[config.mk]
export PLATFORM = sky130hd
export DESIGN_NAME = uepc_ctrl
export DESIGN_NICKNAME = d
export VERILOG_FILES = /design/src/uepc_pkg.sv /design/src/uepc_ctrl.sv
export VERILOG_INCLUDE_DIRS = /design/src
export SDC_FILE = /design/constraint.sdc
export NUM_CORES = 1
export LEC_CHECK = 0
export BUFFER_PORTS_ARGS = -buffer_cell sky130_fd_sc_hd__buf_2
export CAP_MARGIN = 15
export CORE_MARGIN = 1.5
export CORE_UTILIZATION = 37
export DETAILED_ROUTE_END_ITERATION = 16
export SLEW_MARGIN = 20
export SYNTH_ARGS = -nofsm -noshare
export SYNTH_HDL_FRONTEND = slang
export SYNTH_SLANG_ARGS = --single-unit
[constraint.sdc]
create_clock -name clk_sys -period 3.9 [get_ports clk_sys]
set_input_delay 0.39 -clock clk_sys [delete_from_list [all_inputs] [get_ports clk_sys]]
set_output_delay 0.39 -clock clk_sys [all_outputs]
set_load 0.03 [all_outputs]
[src/uepc_defs.svh]
// Offsets, field positions and reset values of the endpoint control block.
`ifndef UEPC_DEFS_SVH
`define UEPC_DEFS_SVH
// ----------------------------------------------------------------------------
// Register offsets
// ----------------------------------------------------------------------------
`define UEPC_CTRL_BASE 10'h1C0
`define UEPC_SET_BASE 10'h1F0
`define UEPC_CLR_BASE 10'h220
`define UEPC_EP_STRIDE 10'h004
`define UEPC_DESC_BASE 10'h310
`define UEPC_DESC_STRIDE 10'h010
// ----------------------------------------------------------------------------
// Endpoint control field positions
// ----------------------------------------------------------------------------
`define UEPC_B_HALT 19
`define UEPC_B_TOGGLE 18
`define UEPC_B_PAUSE 16
`define UEPC_B_HANDOVER 14
`define UEPC_B_DISCARD 13
`define UEPC_B_BUSYEN 12
`define UEPC_EVT_W 8
// Event positions inside the low byte.
`define UEPC_EV_INSENT 0
`define UEPC_EV_OUTRCVD 1
`define UEPC_EV_SETUP_UNDERRUN 2
`define UEPC_EV_REFOUT 3
`define UEPC_EV_REFIN 4
`define UEPC_EV_OVERRUN 5
`define UEPC_EV_HALT_CHECK 6
`define UEPC_EV_SHORT 7
// ----------------------------------------------------------------------------
// Descriptor pointer layout and reset values
// ----------------------------------------------------------------------------
`define UEPC_DESC_LSB 4
`define UEPC_DESC_W 28
`define UEPC_EVT_RESET 8'h00
`define UEPC_DESC_RESET 28'h0000000
`define UEPC_BUSY_FULL 2'h2
`endif

[src/uepc_pkg.sv]
// Types shared by the endpoint control block.
package uepc_pkg;
    // Bus data word.
    typedef logic [31:0] uepc_word_t;
    // Register bus address.
    typedef logic [9:0] uepc_addr_t;
    // Progress of one bank discard procedure.
    typedef enum logic {UEPC_KILL_IDLE, UEPC_KILL_WAIT} uepc_kill_t;
endpackage

[src/uepc_ctrl.sv]
// Per-endpoint control bits, set/clear aliases and DMA next-descriptor pointers.
//
// Behaviour
// - Set alias requests STALL; new SETUP or clear alias withdraws it.
// - Set alias forces DATA0 on next packet; bit clears at once.
// - With pause bit set, any endpoint event stops new DMA bank requests.
// - Ping-pong bank event lets current DMA finish, new bank not requested.
// - Non-bank events such as refused IN/OUT cancel the DMA request at once.
// - On control endpoints bank handover reads zero; software never uses it.
// - IN: handover sets when bank frees; clearing sends bank, moves on.
// - OUT: handover sets when bank fills; clearing frees bank, moves on.
// - Set alias starts discard of last written IN bank; hardware clears.
// - Discard end decrements busy count; sent instead also flags IN sent.
// - With two busy banks, first is sent and last discarded, no race.
// - Busy-count interrupt enable set and cleared by its alias bits.
// - Eight event enables set and cleared by aliases, each gates its event.
// - Clear alias per endpoint, stride four, ones clear, zeros ignored.
// - Set alias per endpoint, stride four, ones set, zeros ignored.
// - Per channel next-descriptor pointer, bits 31..4, stride 0x10, reset zero.
// - On isochronous endpoints shared positions mean underrun and check fail.
//
// Added by the designer: the strobed register port.
`timescale 1ns/10ps
`include "uepc_defs.svh"

module uepc_ctrl #(
    parameter int NUM_EP = 7,
    parameter int NUM_DMA = 6
) (
    input wire logic clk_sys, // System clock, 25 MHz.
    input wire logic reset_n, // Asynchronous reset, active low.
    input wire uepc_pkg::uepc_addr_t addr, // Register byte address.
    input wire uepc_pkg::uepc_word_t wrData, // Write data.
    input wire logic wrStb, // Write strobe.
    input wire logic rdStb, // Read strobe.
    output uepc_pkg::uepc_word_t rdData, // Read data, cycle after the read strobe.
    input wire logic [NUM_EP-1:0] epIsControl, // Endpoint is a control endpoint.
    input wire logic [NUM_EP-1:0] setupRcvd, // New SETUP packet received, pulse.
    input wire logic [NUM_EP-1:0] bankReady, // IN bank freed or OUT bank filled, pulse.
    input wire logic [NUM_EP*8-1:0] evtFlags, // Endpoint event flags, levels.
    input wire logic [NUM_EP-1:0] busyEvt, // Busy-bank-count event, level.
    input wire logic [NUM_EP*2-1:0] busyBankCount, // Busy banks per endpoint.
    input wire logic [NUM_EP-1:0] killDone, // Discard procedure finished, pulse.
    input wire logic [NUM_EP-1:0] killSent, // Bank went out instead, with killDone.
    input wire logic [NUM_DMA-1:0] descLoad, // Descriptor loading writes pointer.
    input wire logic [NUM_DMA*28-1:0] descAddr, // Loaded pointer bits 31..4.
    output logic [NUM_EP-1:0] haltRequest, // Answer tokens with STALL.
    output logic [NUM_EP-1:0] toggleRestart, // Force DATA0, one-cycle pulse.
    output logic [NUM_EP-1:0] bankRelease, // Send or free bank and advance, pulse.
    output logic [NUM_EP-1:0] discardRequest, // Discard last written IN bank.
    output logic [NUM_EP-1:0] busyDecrement, // Drop busy count by one, pulse.
    output logic [NUM_EP-1:0] inSentSet, // Raise the IN sent flag, pulse.
    output logic [NUM_EP-1:0] dmaNoNewReq, // Do not request the next bank.
    output logic [NUM_EP-1:0] dmaPauseNow, // Pause the running DMA transfer.
    output logic [NUM_EP-1:0] epIrq, // Endpoint interrupt, enabled events.
    output logic [NUM_DMA*28-1:0] descPointer // Next-descriptor pointers.
);
    import uepc_pkg::*;

    // ------------------------------------------------------------------------
    // Shared wires
    // ------------------------------------------------------------------------
    // Per endpoint read words and hits, merged into one read value below.
    logic [NUM_EP-1:0] ctrlHit;
    uepc_word_t ctrlWord [NUM_EP];
    logic [NUM_DMA-1:0] descHit;
    uepc_word_t descWord [NUM_DMA];
    uepc_word_t next_rdData;

    // Events tied to a new bank packet; the rest are non-bank events.
    localparam logic [7:0] BANK_EVT_MASK = (8'h01 << `UEPC_EV_INSENT) | (8'h01 << `UEPC_EV_OUTRCVD);

    // ------------------------------------------------------------------------
    // Endpoint control slices
    // ------------------------------------------------------------------------
    for (genvar n = 0; n < NUM_EP; n++) begin : gEp
        localparam uepc_addr_t CTRL_A = uepc_addr_t'(`UEPC_CTRL_BASE + n * `UEPC_EP_STRIDE);
        localparam uepc_addr_t SET_A = uepc_addr_t'(`UEPC_SET_BASE + n * `UEPC_EP_STRIDE);
        localparam uepc_addr_t CLR_A = uepc_addr_t'(`UEPC_CLR_BASE + n * `UEPC_EP_STRIDE);

        logic setWr;
        logic clrWr;
        logic [31:0] setBits;
        logic [31:0] clrBits;
        logic [7:0] flags;
        logic [7:0] evtEn;
        logic [7:0] next_evtEn;
        logic pauseOnEvt;
        logic busyIrqEn;
        logic handover;
        logic bankAdvance;
        uepc_kill_t killState;
        logic anyEvt;
        logic otherEvt;
        logic [1:0] busyNow;

        // Alias decode: ones in the written word select the bits to act on.
        assign setWr = wrStb && (addr == SET_A);
        assign clrWr = wrStb && (addr == CLR_A);
        assign setBits = setWr ? wrData : 32'h00000000;
        assign clrBits = clrWr ? wrData : 32'h00000000;
        assign flags = evtFlags[n*8 +: 8];
        assign busyNow = busyBankCount[n*2 +: 2];

        // A set write wins over a clear of the same bit; both cannot coincide anyway.
        assign next_evtEn = (evtEn & ~clrBits[7:0]) | setBits[7:0];

        // Bank handover is only meaningful for IN and OUT data endpoints.
        assign bankAdvance = clrBits[`UEPC_B_HANDOVER] && handover && !epIsControl[n];

        // Shared positions carry underrun or check-fail on isochronous endpoints;
        // the core chooses which meaning feeds each flag, gating is the same.
        assign anyEvt = |flags;
        assign otherEvt = |(flags & ~BANK_EVT_MASK);

        // Event enables, busy interrupt enable and DMA pause enable.
        always_ff @(posedge clk_sys or negedge reset_n) begin
            if (!reset_n) begin
                evtEn <= `UEPC_EVT_RESET;
                busyIrqEn <= 1'b0;
                pauseOnEvt <= 1'b0;
            end else begin
                evtEn <= next_evtEn;
                busyIrqEn <= setBits[`UEPC_B_BUSYEN] | (busyIrqEn & ~clrBits[`UEPC_B_BUSYEN]);
                pauseOnEvt <= setBits[`UEPC_B_PAUSE] | (pauseOnEvt & ~clrBits[`UEPC_B_PAUSE]);
            end
        end

        // Stall request: withdrawn by a new SETUP or by the clear alias.
        always_ff @(posedge clk_sys or negedge reset_n) begin
            if (!reset_n) begin
                haltRequest[n] <= 1'b0;
            end else if (setBits[`UEPC_B_HALT]) begin
                haltRequest[n] <= 1'b1;
            end else if (setupRcvd[n] || clrBits[`UEPC_B_HALT]) begin
                haltRequest[n] <= 1'b0;
            end
        end

        // Toggle restart is a pulse, so the stored bit is never seen set.
        always_ff @(posedge clk_sys or negedge reset_n) begin
            if (!reset_n) begin
                toggleRestart[n] <= 1'b0;
            end else begin
                toggleRestart[n] <= setBits[`UEPC_B_TOGGLE];
            end
        end

        // Bank handover: a freed or filled bank sets it, the clear alias hands
        // the bank back; a new bank in the same cycle wins over the clear.
        always_ff @(posedge clk_sys or negedge reset_n) begin
            if (!reset_n) begin
                handover <= 1'b0;
                bankRelease[n] <= 1'b0;
            end else begin
                bankRelease[n] <= bankAdvance;
                if (epIsControl[n]) begin
                    handover <= 1'b0;
                end else if (bankReady[n]) begin
                    handover <= 1'b1;
                end else if (bankAdvance) begin
                    handover <= 1'b0;
                end
            end
        end

        // Discard procedure: request stands until the core reports the end.
        always_ff @(posedge clk_sys or negedge reset_n) begin
            if (!reset_n) begin
                killState <= UEPC_KILL_IDLE;
                busyDecrement[n] <= 1'b0;
                inSentSet[n] <= 1'b0;
            end else begin
                busyDecrement[n] <= 1'b0;
                inSentSet[n] <= 1'b0;
                case (killState)
                    UEPC_KILL_IDLE: begin
                        if (setBits[`UEPC_B_DISCARD]) begin
                            killState <= UEPC_KILL_WAIT;
                        end
                    end
                    UEPC_KILL_WAIT: begin
                        if (killDone[n]) begin
                            killState <= UEPC_KILL_IDLE;
                            busyDecrement[n] <= 1'b1;
                            // With two banks busy the first goes out normally and
                            // the last one is discarded, so no sent flag here.
                            inSentSet[n] <= killSent[n] && (busyNow < `UEPC_BUSY_FULL);
                        end
                    end
                    default: begin
                        killState <= UEPC_KILL_IDLE;
                    end
                endcase
            end
        end

        // Discard request output follows the procedure state.
        always_ff @(posedge clk_sys or negedge reset_n) begin
            if (!reset_n) begin
                discardRequest[n] <= 1'b0;
            end else begin
                discardRequest[n] <= (killState == UEPC_KILL_WAIT && !killDone[n])
                    || (killState == UEPC_KILL_IDLE && setBits[`UEPC_B_DISCARD]);
            end
        end

        // DMA gating ignores the interrupt enables on purpose: a masked event
        // must still stop data from landing in a buffer.
        always_ff @(posedge clk_sys or negedge reset_n) begin
            if (!reset_n) begin
                dmaNoNewReq[n] <= 1'b0;
                dmaPauseNow[n] <= 1'b0;
            end else begin
                dmaNoNewReq[n] <= pauseOnEvt && anyEvt;
                dmaPauseNow[n] <= pauseOnEvt && otherEvt;
            end
        end

        // Endpoint interrupt: each enable gates its own event.
        always_ff @(posedge clk_sys or negedge reset_n) begin
            if (!reset_n) begin
                epIrq[n] <= 1'b0;
            end else begin
                epIrq[n] <= (|(flags & evtEn)) || (busyEvt[n] && busyIrqEn);
            end
        end

        // Read view of the control register; handover reads zero on control
        // endpoints and toggle restart always reads zero.
        assign ctrlHit[n] = (addr == CTRL_A);
        assign ctrlWord[n] = {12'h000,
                              haltRequest[n],
                              1'b0,
                              1'b0,
                              pauseOnEvt,
                              1'b0,
                              handover && !epIsControl[n],
                              killState == UEPC_KILL_WAIT,
                              busyIrqEn,
                              4'h0,
                              evtEn};
    end

    // ------------------------------------------------------------------------
    // DMA next-descriptor pointers
    // ------------------------------------------------------------------------
    for (genvar c = 0; c < NUM_DMA; c++) begin : gDesc
        // Channel numbering starts at one, so slot c serves channel c+1.
        localparam uepc_addr_t DESC_A = uepc_addr_t'(`UEPC_DESC_BASE + c * `UEPC_DESC_STRIDE);

        logic descWr;
        logic [27:0] ptr;

        assign descWr = wrStb && (addr == DESC_A);
        assign descHit[c] = (addr == DESC_A);

        // Only bits 31..4 are stored, which keeps descriptors 16-byte aligned.
        // A software write in the same cycle as a load takes priority.
        always_ff @(posedge clk_sys or negedge reset_n) begin
            if (!reset_n) begin
                ptr <= `UEPC_DESC_RESET;
            end else if (descWr) begin
                ptr <= wrData[31:`UEPC_DESC_LSB];
            end else if (descLoad[c]) begin
                ptr <= descAddr[c*28 +: 28];
            end
        end

        assign descWord[c] = {ptr, 4'h0};

        // Pointer output for the channel engine.
        always_ff @(posedge clk_sys or negedge reset_n) begin
            if (!reset_n) begin
                descPointer[c*28 +: 28] <= `UEPC_DESC_RESET;
            end else begin
                descPointer[c*28 +: 28] <= ptr;
            end
        end
    end

    // ------------------------------------------------------------------------
    // Read data
    // ------------------------------------------------------------------------
    // Aliases and unmapped addresses never hit, so they read zero.
    always_comb begin
        next_rdData = 32'h00000000;
        for (int i = 0; i < NUM_EP; i++) begin
            if (ctrlHit[i]) begin
                next_rdData = next_rdData | ctrlWord[i];
            end
        end
        for (int j = 0; j < NUM_DMA; j++) begin
            if (descHit[j]) begin
                next_rdData = next_rdData | descWord[j];
            end
        end
    end

    // Read data stands for exactly one cycle after the strobe.
    always_ff @(posedge clk_sys or negedge reset_n) begin
        if (!reset_n) begin
            rdData <= 32'h00000000;
        end else if (rdStb) begin
            rdData <= next_rdData;
        end else begin
            rdData <= 32'h00000000;
        end
    end
endmodule

After elaboration in Yosys (flattened, before gate mapping). Index checks and enable logic that the tools add are counted.

Latch bits: 0. Output and inout port bits: 263. Memory bits (read-only): 0. Memories kept: 0. RAM bits: 0. Register bits: 515.

Muxes and demuxes: 124. $lt $le $gt $ge: 7. Shift operators: 0. Equality and inequality tests: 27. Div/mod/pow operators: 0. Reduce and logical (&&, ||, !) cells: 159. Multipliers: 0. Bitwise logic cells: 89. $add $sub $neg: 0.

Operators with widths (number): $mux W32 (13); $mux W28 (12); $mux W20 (15); $or A32 B32 Y32 (6); $eq A10 B10 Y1 const B (16); $or A32 B20 Y32 (5); $and A8 B8 Y8 (14); $reduce_or A8 Y1 (14); $eq A10 B9 Y1 const B (11); $logic_and A1 B1 Y1 (83); $mux W1 (77); $not A8 Y8 (7); $or A8 B8 Y8 (7); $reduce_or A6 Y1 (7); $reduce_bool A2 Y1 (13); $logic_or A1 B1 Y1 (21); $not A1 Y1 (21); $reduce_bool A3 Y1 (7); $or A20 B20 Y20 (1); $and A1 B1 Y1 (14); $logic_not A1 Y1 (14); $lt A2 B2 Y1 const B (7); $or A1 B1 Y1 (14); $pmux W1 S2 (7).

Depth between registers and ports, before layout. Gate-level depths: netlist of run 1.

Depth after elaboration: 28. Mapped depth: 9. Depth with buffers taken out: 5.

Least setup slack after synthesis of run 1. OpenSTA, ideal clock, no wires.

Path type: input -> register. From: input port addr[7]. To: register gEp[1].evtEn[4]. Data arrival time: 1860 ps. Stages on the path: 7. Slack: 1919 ps. Path buffers: 2. Library setup time: 121 ps. Cell sequence: clkbuf_1 -> nor4b_1 -> nand3_1 -> nor2_1 -> buf_2 -> nand2_1 -> a22o_1.

Word-level cells in the longest chain between the ends: 6. Elaborated cells on any way between the ends: 9. Those cells by class: eq/ne: 2; mux: 2; bitwise: 3; reduce/logical: 2.

Ends and longest elaborated chain: start: declaration (RTL line uepc_ctrl.sv:32) `input wire uepc_pkg::uepc_addr_t addr,`; $eq A10 B10 Y1 (RTL line uepc_ctrl.sv:99) `assign clrWr = wrStb && (addr == CLR_A);`; $logic_and A1 B1 Y1 (RTL line uepc_ctrl.sv:99); $mux W20 (RTL line uepc_ctrl.sv:101) `assign clrBits = clrWr ? wrData : 32'h00000000;`; $not A8 Y8 (RTL line uepc_ctrl.sv:106) `assign next_evtEn = (evtEn & ~clrBits[7:0]) | setBits[7:0];`; $and A8 B8 Y8 (RTL line uepc_ctrl.sv:106); $or A8 B8 Y8 (*) (RTL line uepc_ctrl.sv:106); via gEp[1].next_evtEn[4] (RTL line uepc_ctrl.sv:87) `logic [7:0] next_evtEn;`; end signal: assignment (RTL line uepc_ctrl.sv:119) `` evtEn <= `UEPC_EVT_RESET; ``; end signal: assignment (RTL line uepc_ctrl.sv:123) `evtEn <= next_evtEn;`; end: declaration (RTL line uepc_ctrl.sv:86) `logic [7:0] evtEn;`.

Mark *: on every way through the listed nets, which the timed path passes. The rest lies on a longest branch. A chain may end at the register's enable or synchronous reset.

Final worst setup path of run 1.
From: input port addr[3]. To: register gDesc[3].ptr[0].

Word-level cells in the longest chain between the ends: 3. Elaborated cells on any way between the ends: 4. Those cells by class: eq/ne: 1; mux: 1; reduce/logical: 2.

Ends and longest elaborated chain: $eq A10 B10 Y1 (*) (RTL line uepc_ctrl.sv:255) `assign descWr = wrStb && (addr == DESC_A);`; $logic_and A1 B1 Y1 (*) (RTL line uepc_ctrl.sv:255); $mux W28 / $reduce_bool A2 Y1 (equally long branches); end signal: assignment (RTL line uepc_ctrl.sv:262) `` ptr <= `UEPC_DESC_RESET; ``; end signal: assignment (RTL line uepc_ctrl.sv:264) `` ptr <= wrData[31:`UEPC_DESC_LSB]; ``; end signal: assignment (RTL line uepc_ctrl.sv:266) `ptr <= descAddr[c*28 +: 28];`; end: declaration (RTL line uepc_ctrl.sv:253) `logic [27:0] ptr;`.

Mark *: on every way between the ends. The rest lies on a longest branch, timed or not.

==> results summary, run 1 <==
The sequential-to-total area share from yosys stat is 61.2%. The vias after detailed routing is 17000. The H-tree depth is 2. The number of setup violations in the final report is 0. The clock-pin slew reported for the worst setup and hold paths after clock tree synthesis is 60 ps. The prevailing post-synth register cell is dfrtp_1.

The signal arrival time at the worst endpoint came out at 2760 ps. The number of max-slew violations in the final report came out at 0. In this run, synthesis inferred 0 flip-flops with an integrated enable. Total power for the finished layout comes to 12.9 mW. In the final routed layout, each cell accounts on average for 26.4 µm.

The number of global-route vias before repair is 17100. Once layout is done, the placed cells without fillers occupy 26500 µm². The post-layout minimum cycle time came out at 2330 ps. The clock sink count is 508. The leakage power total came out at 13.0 nW. In this run, post-CTS repair resized a total of 0 instances. Buffers added to address setup during post-CTS repair amount to 0. The leading cell type in the layout, fill and taps excluded is buf_2. The worst clock skew is 24.9 ps. The share of flip-flops with an asynchronous set or reset is 100%. The fmax is 429 MHz.

The required time at the worst-slack endpoint came out at 4330 ps. Clock tree synthesis selected as its root buffer the cell clkbuf_16. The count of endpoints failing hold in the final timing report is 0. Routability-driven placement finished with a final weighted congestion of 0.880. The synthesis-to-layout area growth came out at 27.6%. The floorplan step defined a die boundary enclosing 57600 µm². Setup repair after global routing left no endpoint under its margin. The flow ran to the end, and the final reports show no timing, DRC or antenna violations. The area of placed instances came out at 24500 µm². The number of buffers added by the clock tree synthesis step is 55.

In this run the biggest area consumer among cell types represents 61.2% of the synthesized area. The floorplan row count is 86. The number of storage elements in the synthesis netlist came out at 508. The worst min-delay path category is input port to register. Leaving out fill and tap cells, the most frequent cells in the layout are 585 x buf_2, 508 x dfrtp_1, 232 x mux2i_1. The peak supply drop is 0.360 mV. The critical path class is input port to register. The total power divided by cell area came out at 485 nW/µm².

In the final layout, flip-flops and latches occupy 12700 µm². 595 I/O pins were placed. The horizontal die dimension is 240 µm.

The launching point of the worst reg2reg path is gEp[1].pauseOnEvt$_DFF_PN0_. Yosys attributes the largest share of cell area to dfrtp_1 61%, mux2i_1 11%, a21oi_1 4.0%. The post-layout net count came out at 2682. Cells with a size suffix above 1 make up 31.3% of the layout. The detail route stage leaves a number of antenna-violating nets equal to 0. The synthesized design spends more area on one cell type than any other, namely dfrtp_1.

The wire length of the first global-routing pass is 118000 µm. The worst hold path begins at evtFlags[22]. The total routing usage reported by global routing came out at 28.5%. The synthesized netlist net count is 2111. The number of standard cells after synthesis came out at 1779. The mean number of vias per cell came out at 5.40.

In this run the standard cell core region covers 55300 µm². The minimum setup slack after placement came out at 998 ps. The finished layout holds 3154 standard cells, fillers aside. The area of the multi-input gates came out at 7370 µm². For this block, the initial DRC count from the detailed router was 1573. For this configuration, the core starts out at a cell density of 37.6%. The count of cell types in the netlist is 54.

The total overflow left after global routing is 0. The post-synthesis instance area is 20800 µm². The headroom to the max-slew limit is 29.5%.

The category of the worst setup path capture point is a register. The worst-margin pin slew is 1050 ps. The critical path startpoint category is an input port. Entering global routing, the biggest net connects 96 pins. The synthesized area per cell is 11.7 µm².

The minimum hold slack came out at 23.4 ps. Summed over all layers, the routed wires come to 83400 µm. Counting the fill cells in the layout gives 5186.

The die outline height is 240 µm. The hold-fix buffer count after cts is 16. TritonCTS built the clock tree. The count of buffers from port buffering came out at 587. The warning count from the yosys run is 0. The sum of net half-perimeters after detailed placement is 60600 µm.

In this run the worst path has a maximum fanout of 54. For this run, design rule violations remaining after detail routing come to 0. The first detailed-routing pass took 6 iterations. The maximum buffer depth of the clock tree is 3.

The setup TNS came out at 0 ps. The number of antenna violations at the first check in global routing is 23. Once routing completed, OpenROAD measured the worst setup slack at 1570 ps. Tracing the worst setup path back leads to its startpoint at addr[3]. The post-route clock period utilization is 59.7%. Clock latency on the worst-skew pair, taken at its later pin, is 610 ps.

The number of maximum-capacitance violations came out at 0. The number of placed instances, taps included came out at 3025. Measured on the finished design, the core utilization comes to 47.9%.
## synthesized netlist by cell type, drive strengths merged, types with 9 or more instances
library cell and n:
a22oi 30, nor2b 11, nand3 15, a21oi 168
a22o 82, nand2 139, nor4 9, clkbuf 76
buf 63, o22ai 15, o31a 9, nor3 11
a2bb2oi 16, a32o 9, mux2i 232, and2 22
nor2 202, inv 18, dfrtp 508, a222oi 15
o21ai 44
## per-layer routing
metal / GRT usage, % / share of wire [%] / up-vias
li1: - / - / 7499
met3: 6.21 / 7.7 / 137
met5: 0 / 0.14 / -
met4: 8.18 / 2.7 / 20
met2: 48.0 / 49 / 747
met1: 36.8 / 40 / 8636
## worst paths after layout
kind	slack, ps	depth (start not counted)	endpoint
hold reg to reg	390	0	descPointer[70]$_DFF_PN0_
hold / removal	20	3	epIrq[2]$_DFF_PN0_
max in group asynchronous	2390	3	descPointer[73]$_DFF_PN0_
min in group asynchronous	430	2	gDesc[4].ptr[7]$_DFFE_PN0P_
setup reg to reg	2110	4	rdData[16]$_DFF_PN0_
setup / recovery	1570	7	gDesc[3].ptr[0]$_DFFE_PN0P_
## flip-flops by register name, summed over array words and instances (netlist names), 32 cells and up
signal	count
descPointer	168
gDesc.ptr	168
rdData	32
gEp.evtEn	56
## layout make-up
class / count / share of cell area (%)
sequential: 508 / 47.9
clock buffer: 86 / 6.28
antenna: 12 / 0.113
timing repair buffer: 653 / 13.3
clock inverter: 15 / 0.736
tap: 748 / 3.53
multi-input combinational: 1114 / 27.8
inverter: 18 / 0.255
## critical path, stage by stage
cell	delay (ps)
buf_2	160
or4_4	670
nor2_2	590
nand4_1	240
buf_4	390
nor2_1	180
a21oi_1	60
## cells by family after synthesis
kind of cell           share of synthesized area (%)
buffers and inverters                           3.49
AND/OR/NAND/NOR                                 9.60
flip-flops                                      61.2
multiplexers                                    11.8
AO/OA/AOI/OAI                                   13.9
## report_power, final
| group | switching [mW] | internal (mW) | leakage, nW |
|---|---|---|---|
| Sequential | 0.237 | 5.65 | 6.32 |
| Clock | 2.16 | 3.18 | 0.911 |
| Combinational | 1.09 | 0.539 | 5.82 |
| Total | 3.49 | 9.37 | 13.0 |
Note: power is estimated with default switching activity, not from simulation.
==> inputs of run 2 (changes only) <==
Clock period 3.9 ns to 2.2 ns, I/O delays scaled along.
==> results summary, run 2 (synthesis gave the netlist of run 1 again) <==
The required time at the worst-slack endpoint came out at 2690 ps (-1640 ps). The floorplan row count was 86 (unchanged). The switching share of total power came out at 27.3% (+0.20 points). The CTS tree is built. The clock latency on the worst-skew pair is 630 ps (+20 ps). The core area came out at 55300 µm² (unchanged). The largest registers in the layout are descPointer: 168 flops, gDesc.ptr: 168 flops, gEp.evtEn: 56 flops. The maximum single-stage delay on the critical path was 610 ps (-60 ps).

CTS placed an instance of clkbuf_16 at the clock tree root. The run finished with clean final reports. The vias after detailed routing came to 18900 (+11%). The H-tree depth is 2 (unchanged).

The number of routed nets with antenna violations came to 0 (unchanged). The final routed wire length divided by cell count came to 24.9 µm (-6.0%). The weighted congestion reported at the end of routability-driven placement is 0.889 (+1.1%). The number of placed instances, taps included is 3070 (+1.5%). The internal cell power came to 17.2 mW (+83%).

The power share of the clock group was 41.0% (-0.6 points). The number of antenna violations at the first check in global routing came out at 11 (-52%). The sum of net half-perimeters after detailed placement came out at 61400 µm (+1.5%). The number of maximum-capacitance violations was 0 (unchanged).

The number of max-slew violations in the final report came out at 0 (unchanged). The post-route DRC violation count came to 0 (unchanged). The wire length of the first global-routing pass is 126000 µm (+6.8%). The maximum buffer depth of the clock tree came out at 3 (unchanged). The number of post-CTS setup repair buffers came out at 0 (unchanged). The post-layout minimum cycle time is 2140 ps. The area of placed instances came out at 25000 µm² (+2.3%).

The synthesis-to-layout area growth is 45.8%. The total power divided by cell area came out at 781 nW/µm² (+61%). The share of cells above drive strength 1 is 29.2% (-2.1 points). The leakage power total came out at 14.7 nW (+13%).

The logic gate share of total power is 14.7% (+2.1 points). The category of the worst setup path capture point is a register. The peak fanout along the critical path is 3 (-94%). The number of setup violations in the final report came to 0 (unchanged). The layout filler cell count came out at 4815 (-7.2%).

The number of global-route vias before repair came out at 19500 (+14%). The number of buffers added by the clock tree synthesis step is 53 (-3.6%). The remaining global-route overflow came out at 0 (unchanged).

The detailed-route wire length came to 87100 µm (+4.5%). The post-layout net count was 3041 (+13%). The horizontal die dimension came out at 240 µm (unchanged). The clock sink count is 508 (unchanged).

In the layout the commonest cells are 585 x buf_2, 508 x dfrtp_1, 332 x dlygate4sd3_1. The initial core utilization is 37.6% (unchanged). The leading cell type in the layout, fill and taps excluded is buf_2. The signal arrival time at the worst endpoint is 2640 ps (-120 ps). The worst setup path is launched from a register. The die area came to 57600 µm² (unchanged). The worst min-delay path category is input port to register. The count of buffers from port buffering is 587 (unchanged). The maximum number of pins on one net before global-route repair was 93 (-3.1%). The die outline height was 240 µm (unchanged).

The total power after layout came out at 23.6 mW (+84%). The switching power is 6.46 mW (+85%). The slowest stage of the critical path belongs to the cell dlygate4sd3_1. The worst clock skew came to 34.8 ps (+9.97 ps). The peak supply drop came out at 0.651 mV (+81%). The total routing usage reported by global routing came out at 29.8% (+1.3 points). The first-pass iteration count of the detailed router was 8 (+2). The post-route clock period utilization is 97.5%.

The number of DRC markers in iteration 0 is 1529 (-2.8%). The critical path class is register to register. The clock-pin slew reported for the worst setup and hold paths after clock tree synthesis is 60 ps (about the same). The fmax is 466 MHz. Setup repair after global routing left no endpoint under its margin.

The critical path goes through a222oi_1, dlygate4sd3_1, nand3_1, dlygate4sd3_1. The count of endpoints failing hold in the final timing report was 0 (unchanged). The cell area after layout is 30300 µm² (+14%).

The share of the core filled with cells is 54.8% (+6.8 points). The top-level port count came to 595 (unchanged). The worst-margin pin slew came out at 670 ps (-383 ps). The proportion of power drawn by flip-flops and latches came to 44.3% (-1.5 points). The final cell count without fillers is 3505 (+11%). The mean number of vias per cell came out at 5.39 (-0.23%). By instance count, the cell type seen most on the critical path is dlygate4sd3_1.

The area of the multi-input gates came out at 7390 µm² (+0.17%). The headroom to the max-slew limit came out at 55.3% (+26 points). The sequential cell area came out at 12700 µm² (unchanged).
run 2: power by group through the flow:
stage,clock network (mW),registers (mW),logic [mW]
after floorplan,0,11.1,0.839
final,9.70,10.5,3.48
after detailed placement,0,10.6,2.91
after global placement,0,10.6,2.87
after CTS,9.82,10.5,3.45
after global routing,10.2,10.5,3.68
run 2: timing repair:
action,4_1_cts,5_1_grt
hold buffers,333,0
gates resized for setup,0,2
endpoints found under the hold margin,455,0
setup endpoints to repair,0,17
run 2: final timing paths:
kind | slack, ps | to | startpoint | cells after the start
worst max-delay path | 60 | epIrq[2]$_DFF_PN0_ | gEp[2].busyIrqEn$_DFF_PN0_ | 4
worst min-delay path | 40 | gEp[3].evtEn[3]$_DFF_PN0_ | wrData[3] | 3
worst max register to register | 60 | epIrq[2]$_DFF_PN0_ | gEp[2].busyIrqEn$_DFF_PN0_ | 4
worst min register to register | 370 | descPointer[138]$_DFF_PN0_ | gDesc[4].ptr[26]$_DFFE_PN0P_ | 0
max in group asynchronous | 1240 | gDesc[0].ptr[3]$_DFFE_PN0P_ | reset_n | 4
min in group asynchronous | 110 | descPointer[125]$_DFF_PN0_ | reset_n | 2
run 2: critical path: cells and delay by family (launching register included):
family / cells / cell delay [ps]
and+or+nand+nor: 1 / 80
buffers and inverters: 2 / 1180
AOI/OAI and AO/OA: 1 / 330
DFF: 1 / 440
run 2: final cells by class:
type                       count  share of cell area (%)
antenna                        6                  0.0496
clock buffer                  70                    5.05
clock inverter                27                    1.24
inverter                      18                   0.223
multi-input combinational   1114                    24.4
sequential                   508                    42.0
tap                          748                    3.09
timing repair buffer        1014                    24.0
run 2: per-stage QoR:
| step | hold WS [ps] | worst slack, ps | TNS [ps] |
|---|---|---|---|
| 2_1_floorplan | -75.6 | 389 | 0 |
| 3_5_place_dp | 151 | -261 | -1930 |
| 3_3_place_gp | 151 | -246 | -2590 |
| 4_1_cts | 9.73 | 22.1 | 0 |
| 5_1_grt | 29.4 | 7.92 | 0 |
| 6_report | 38.0 | 55.4 | 0 |
run 2: routing by layer:
metal	routed length [µm]	GRT usage [%]	vias to the layer above
li1	-	-	8222
met2	42400	50.2	1005
met4	3480	11.7	8
met3	6890	5.45	222
met5	46	0	-
met1	34300	37.9	9435
==> inputs of run 3 (changes only) <==
Settings changed: ABC_AREA set to 1.
==> results summary, run 3 <==
The number of setup violations in the final report came out at 0 (unchanged). The root buffer cell chosen for the clock tree is clkbuf_16. The post-synthesis share of cell area spent on xor and xnor gates came out at 0% (unchanged).

The post-layout minimum cycle time came out at 2110 ps (-37.6 ps). The top-level port count came out at 595 (unchanged). The number of buffers added by the clock tree synthesis step is 55 (+3.8%). For hold timing, the worst endpoint is gDesc[5].ptr[7]$_DFFE_PN0P_. The total power divided by cell area is 770 nW/µm² (-1.3%).

The number of storage elements in the synthesis netlist is 508 (unchanged). The synthesis-to-layout area growth is 43.2%. The maximum buffer depth of the clock tree came out at 3 (unchanged). The share of the core filled with cells came out at 53.9% (-0.81 points). The clock latency on the worst-skew pair is 630 ps (about the same). The number of max-slew violations in the final report came out at 0 (unchanged).

The synthesized netlist net count came out at 2532 (+20%). The peak supply drop came out at 0.637 mV (-2.1%). The share of synthesized cell area in and, or, nand and nor gates was 20.2% (+11 points). The detailed-route wire length is 95000 µm (+9.1%). The wire length of the first global-routing pass came out at 136000 µm (+8.4%).

The most common cell in the synthesized netlist is dfrtp_1. The fraction of the mapped netlist area in compound gates is 12.4% (-1.5 points). The initial core utilization came out at 37.7% (+0.12 points). The total routing usage reported by global routing is 32.4% (+2.6 points). The register-to-register setup slack is 100 ps (+40 ps). The endpoint identified for the worst register-to-register timing path is epIrq[1]$_DFF_PN0_. The count of cell types in the netlist is 32 (-41%). The number of global-route vias before repair came out at 21000 (+7.6%). The headroom to the max-slew limit is 42.6% (-13 points). The internal cell power came out at 16.7 mW (-2.6%). The switching power is 6.30 mW (-2.5%). The path class of the tightest hold or removal check is input port to register.

The required time at the worst-slack endpoint is 2710 ps (+20 ps). The flow ran to the end, and the final reports show no timing, DRC or antenna violations. The mean number of vias per cell came out at 5.34 (-0.96%). The top cell types in the final layout, fill and taps aside, are 586 x buf_2, 508 x dfrtp_1, 442 x nand2_1. The number of DRC markers in iteration 0 came out at 1487 (-2.7%). The warning count from the yosys run came out at 0 (unchanged). Ranked by total cell area, the synthesized netlist is headed by dfrtp_1 61%, nand3_1 8.1%, nand2_1 8.0%. The length in cells of the worst reg-to-reg path came out at 6 (+2). In this run the most critical hold path is launched from wrData[11]. The category of the worst setup path capture point is a register. The fmax came out at 475 MHz (+1.8%). The first-pass iteration count of the detailed router is 5 (-3). The post-route DRC violation count is 0 (unchanged). The die area came out at 57900 µm² (+0.50%). The post-synthesis instance area came out at 20900 µm² (+0.51%). In the final layout, the registers with the most flip-flops are descPointer: 168 flops, gDesc.ptr: 168 flops, gEp.evtEn: 56 flops. The core area is 55400 µm² (+0.19%). The weighted congestion reported at the end of routability-driven placement is 0.974 (+9.6%). The die outline height is 241 µm (+0.25%). The floorplan row count is 86 (unchanged). The dominant combinational cell family by area after synthesis is simple AND/OR/NAND/NOR gates. The count of buffers from port buffering came out at 587 (unchanged).

The cell depth of the worst hold path is 3 (unchanged). The logic gate share of total power came out at 13.0% (-1.7 points). The clock-pin slew reported for the worst setup and hold paths after clock tree synthesis is 60 ps (about the same). The power share of the clock group came out at 42.0% (+1.0 points). The critical path class is input port to register.

STA classifies the critical path startpoint as an input port. The number of maximum-capacitance violations came out at 0 (unchanged). The switching share of total power is 27.4% (+0.030 points). The worst clock skew is 29.6 ps (-5.23 ps). The adder-cell area share of the yosys netlist was 0% (unchanged). The share of flip-flops with an asynchronous set or reset came out at 100% (unchanged).

The share of cells above drive strength 1 came out at 26.2% (-3.0 points). The clock sink count came to 508 (unchanged). The signal arrival time at the worst endpoint is 2620 ps (-20 ps). The vias after detailed routing is 20700 (+9.7%). The post-layout net count came out at 3416 (+12%). The proportion of power drawn by flip-flops and latches came to 45.0% (+0.7 points). The post-route clock period utilization is 95.8% (-1.7 points).

The number of routed nets with antenna violations is 0 (unchanged). The synthesized area per cell is 9.49 µm² (-19%). In this run the critical register-to-register path is launched from gEp[1].evtEn[4]$_DFF_PN0_. The leading cell type in the layout, fill and taps excluded is buf_2. The sequential-to-total area share from yosys stat came out at 60.9% (-0.31 points). The number of enable-type register cells in the synthesized netlist is 0 (unchanged). The horizontal die dimension is 241 µm (+0.25%). The worst-margin pin slew came out at 860 ps (+190 ps). The CTS tree is built.

The remaining global-route overflow was 0 (unchanged). The sum of net half-perimeters after detailed placement came out at 68600 µm (+12%). The peak fanout along the critical path came out at 28 (+25).

In the synthesized netlist the dominant register cell turns out to be dfrtp_1. The cell taking the most area after synthesis is dfrtp_1. The count of endpoints failing hold in the final timing report came to 0 (unchanged). Setup repair after global routing left no endpoint under its margin.

The minimum hold slack was 30.1 ps (-7.91 ps). The leakage power total came out at 15.1 nW (+2.4%). The maximum number of pins on one net before global-route repair is 68 (-27%). The number of antenna violations at the first check in global routing is 9 (-2).

The portion of netlist area occupied by mux cells is 0% (-12 points). The area share of the leading cell type in the synthesized netlist came out at 60.9% (-0.31 points). The number of standard cells after synthesis came out at 2200 (+24%). Ranked by instance count, the synthesized netlist is headed by 508 x dfrtp_1, 445 x nand2_1, 336 x nand3_1, 174 x o211ai_1, 169 x o21ai_0. The H-tree depth came out at 2 (unchanged). The final routed wire length divided by cell count came to 24.5 µm (-1.5%).
==> run 3: layout make-up <==
type	count	area (µm²)
Multi-Input combinational cell	1378	6860
Clock buffer	83	1700
Tap cell	748	936
Clock inverter	19	214
Sequential cell	508	12700
Inverter	163	614
Antenna cell	6	15.0
Fill cell	4940	25500
Timing Repair Buffer	978	6840
==> run 3: layer usage <==
metal  GRT usage, %  wire, µm
met5              0        47
met1           39.9     36400
met2           53.7     45400
met4           17.7      5700
met3           6.21      7440
==> run 3: worst max path at each step <==
stage	from	end	slack, ps	depth (start not counted)
floorplan	addr[7]	gDesc[2].ptr[15]$_DFFE_PN0P_	710	10
global placement	addr[8]	gDesc[1].ptr[8]$_DFFE_PN0P_	-20	10
detailed placement	addr[9]	gDesc[5].ptr[8]$_DFFE_PN0P_	-40	10
CTS	addr[9]	gDesc[1].ptr[11]$_DFFE_PN0P_	130	11
global route	gEp[1].evtEn[5]$_DFF_PN0_	epIrq[1]$_DFF_PN0_	8	6
finish	addr[0]	gDesc[0].ptr[11]$_DFFE_PN0P_	90	11
==> run 3: timing repair <==
item,CTS,global route
hold buffers,288,0
setup endpoints to repair,0,3
buffers inserted,0,2
hold endpoints to repair,595,0
resized for setup,0,0
==> run 3: kinds of logic after synthesis <==
logic type	count (synthesis)
buffers and inverters	314
AO/OA/AOI/OAI	409
AND/OR/NAND/NOR	969
flip-flops	508
==> run 3: power groups by stage <==
| stage | clock, mW | sequential [mW] | combinational (mW) |
|---|---|---|---|
| floorplan | 0 | 11.0 | 0.626 |
| global placement | 0 | 10.5 | 2.53 |
| detailed placement | 0 | 10.5 | 2.55 |
| CTS | 9.80 | 10.4 | 2.96 |
| global route | 10.1 | 10.4 | 3.18 |
| finish | 9.67 | 10.4 | 2.98 |
==> run 3: per-stage QoR <==
step                worst slack, ps  area [µm²]  TNS [ps]  instances  power [mW]
floorplan                       706       20900         0       2200        11.6
global route                   8.43       29900         0       3881        23.7
finish                         92.9       29900         0       3883        23.0
detailed placement            -41.5       25100      -283       3485        13.1
CTS                             128       29900         0       3875        23.1
global placement              -19.1       25100     -52.0       3485        13.0
==> run 3: worst max-delay path, stage by stage <==
cell and delay, ps:
buf_2 120, nor2_1 140, nand2_1 250, buf_4 250, nor3_4 270, nand2_2 110, nand2_1 90, inv_2 290
nand2_1 190, o211ai_1 90, dlygate4sd3_1 560
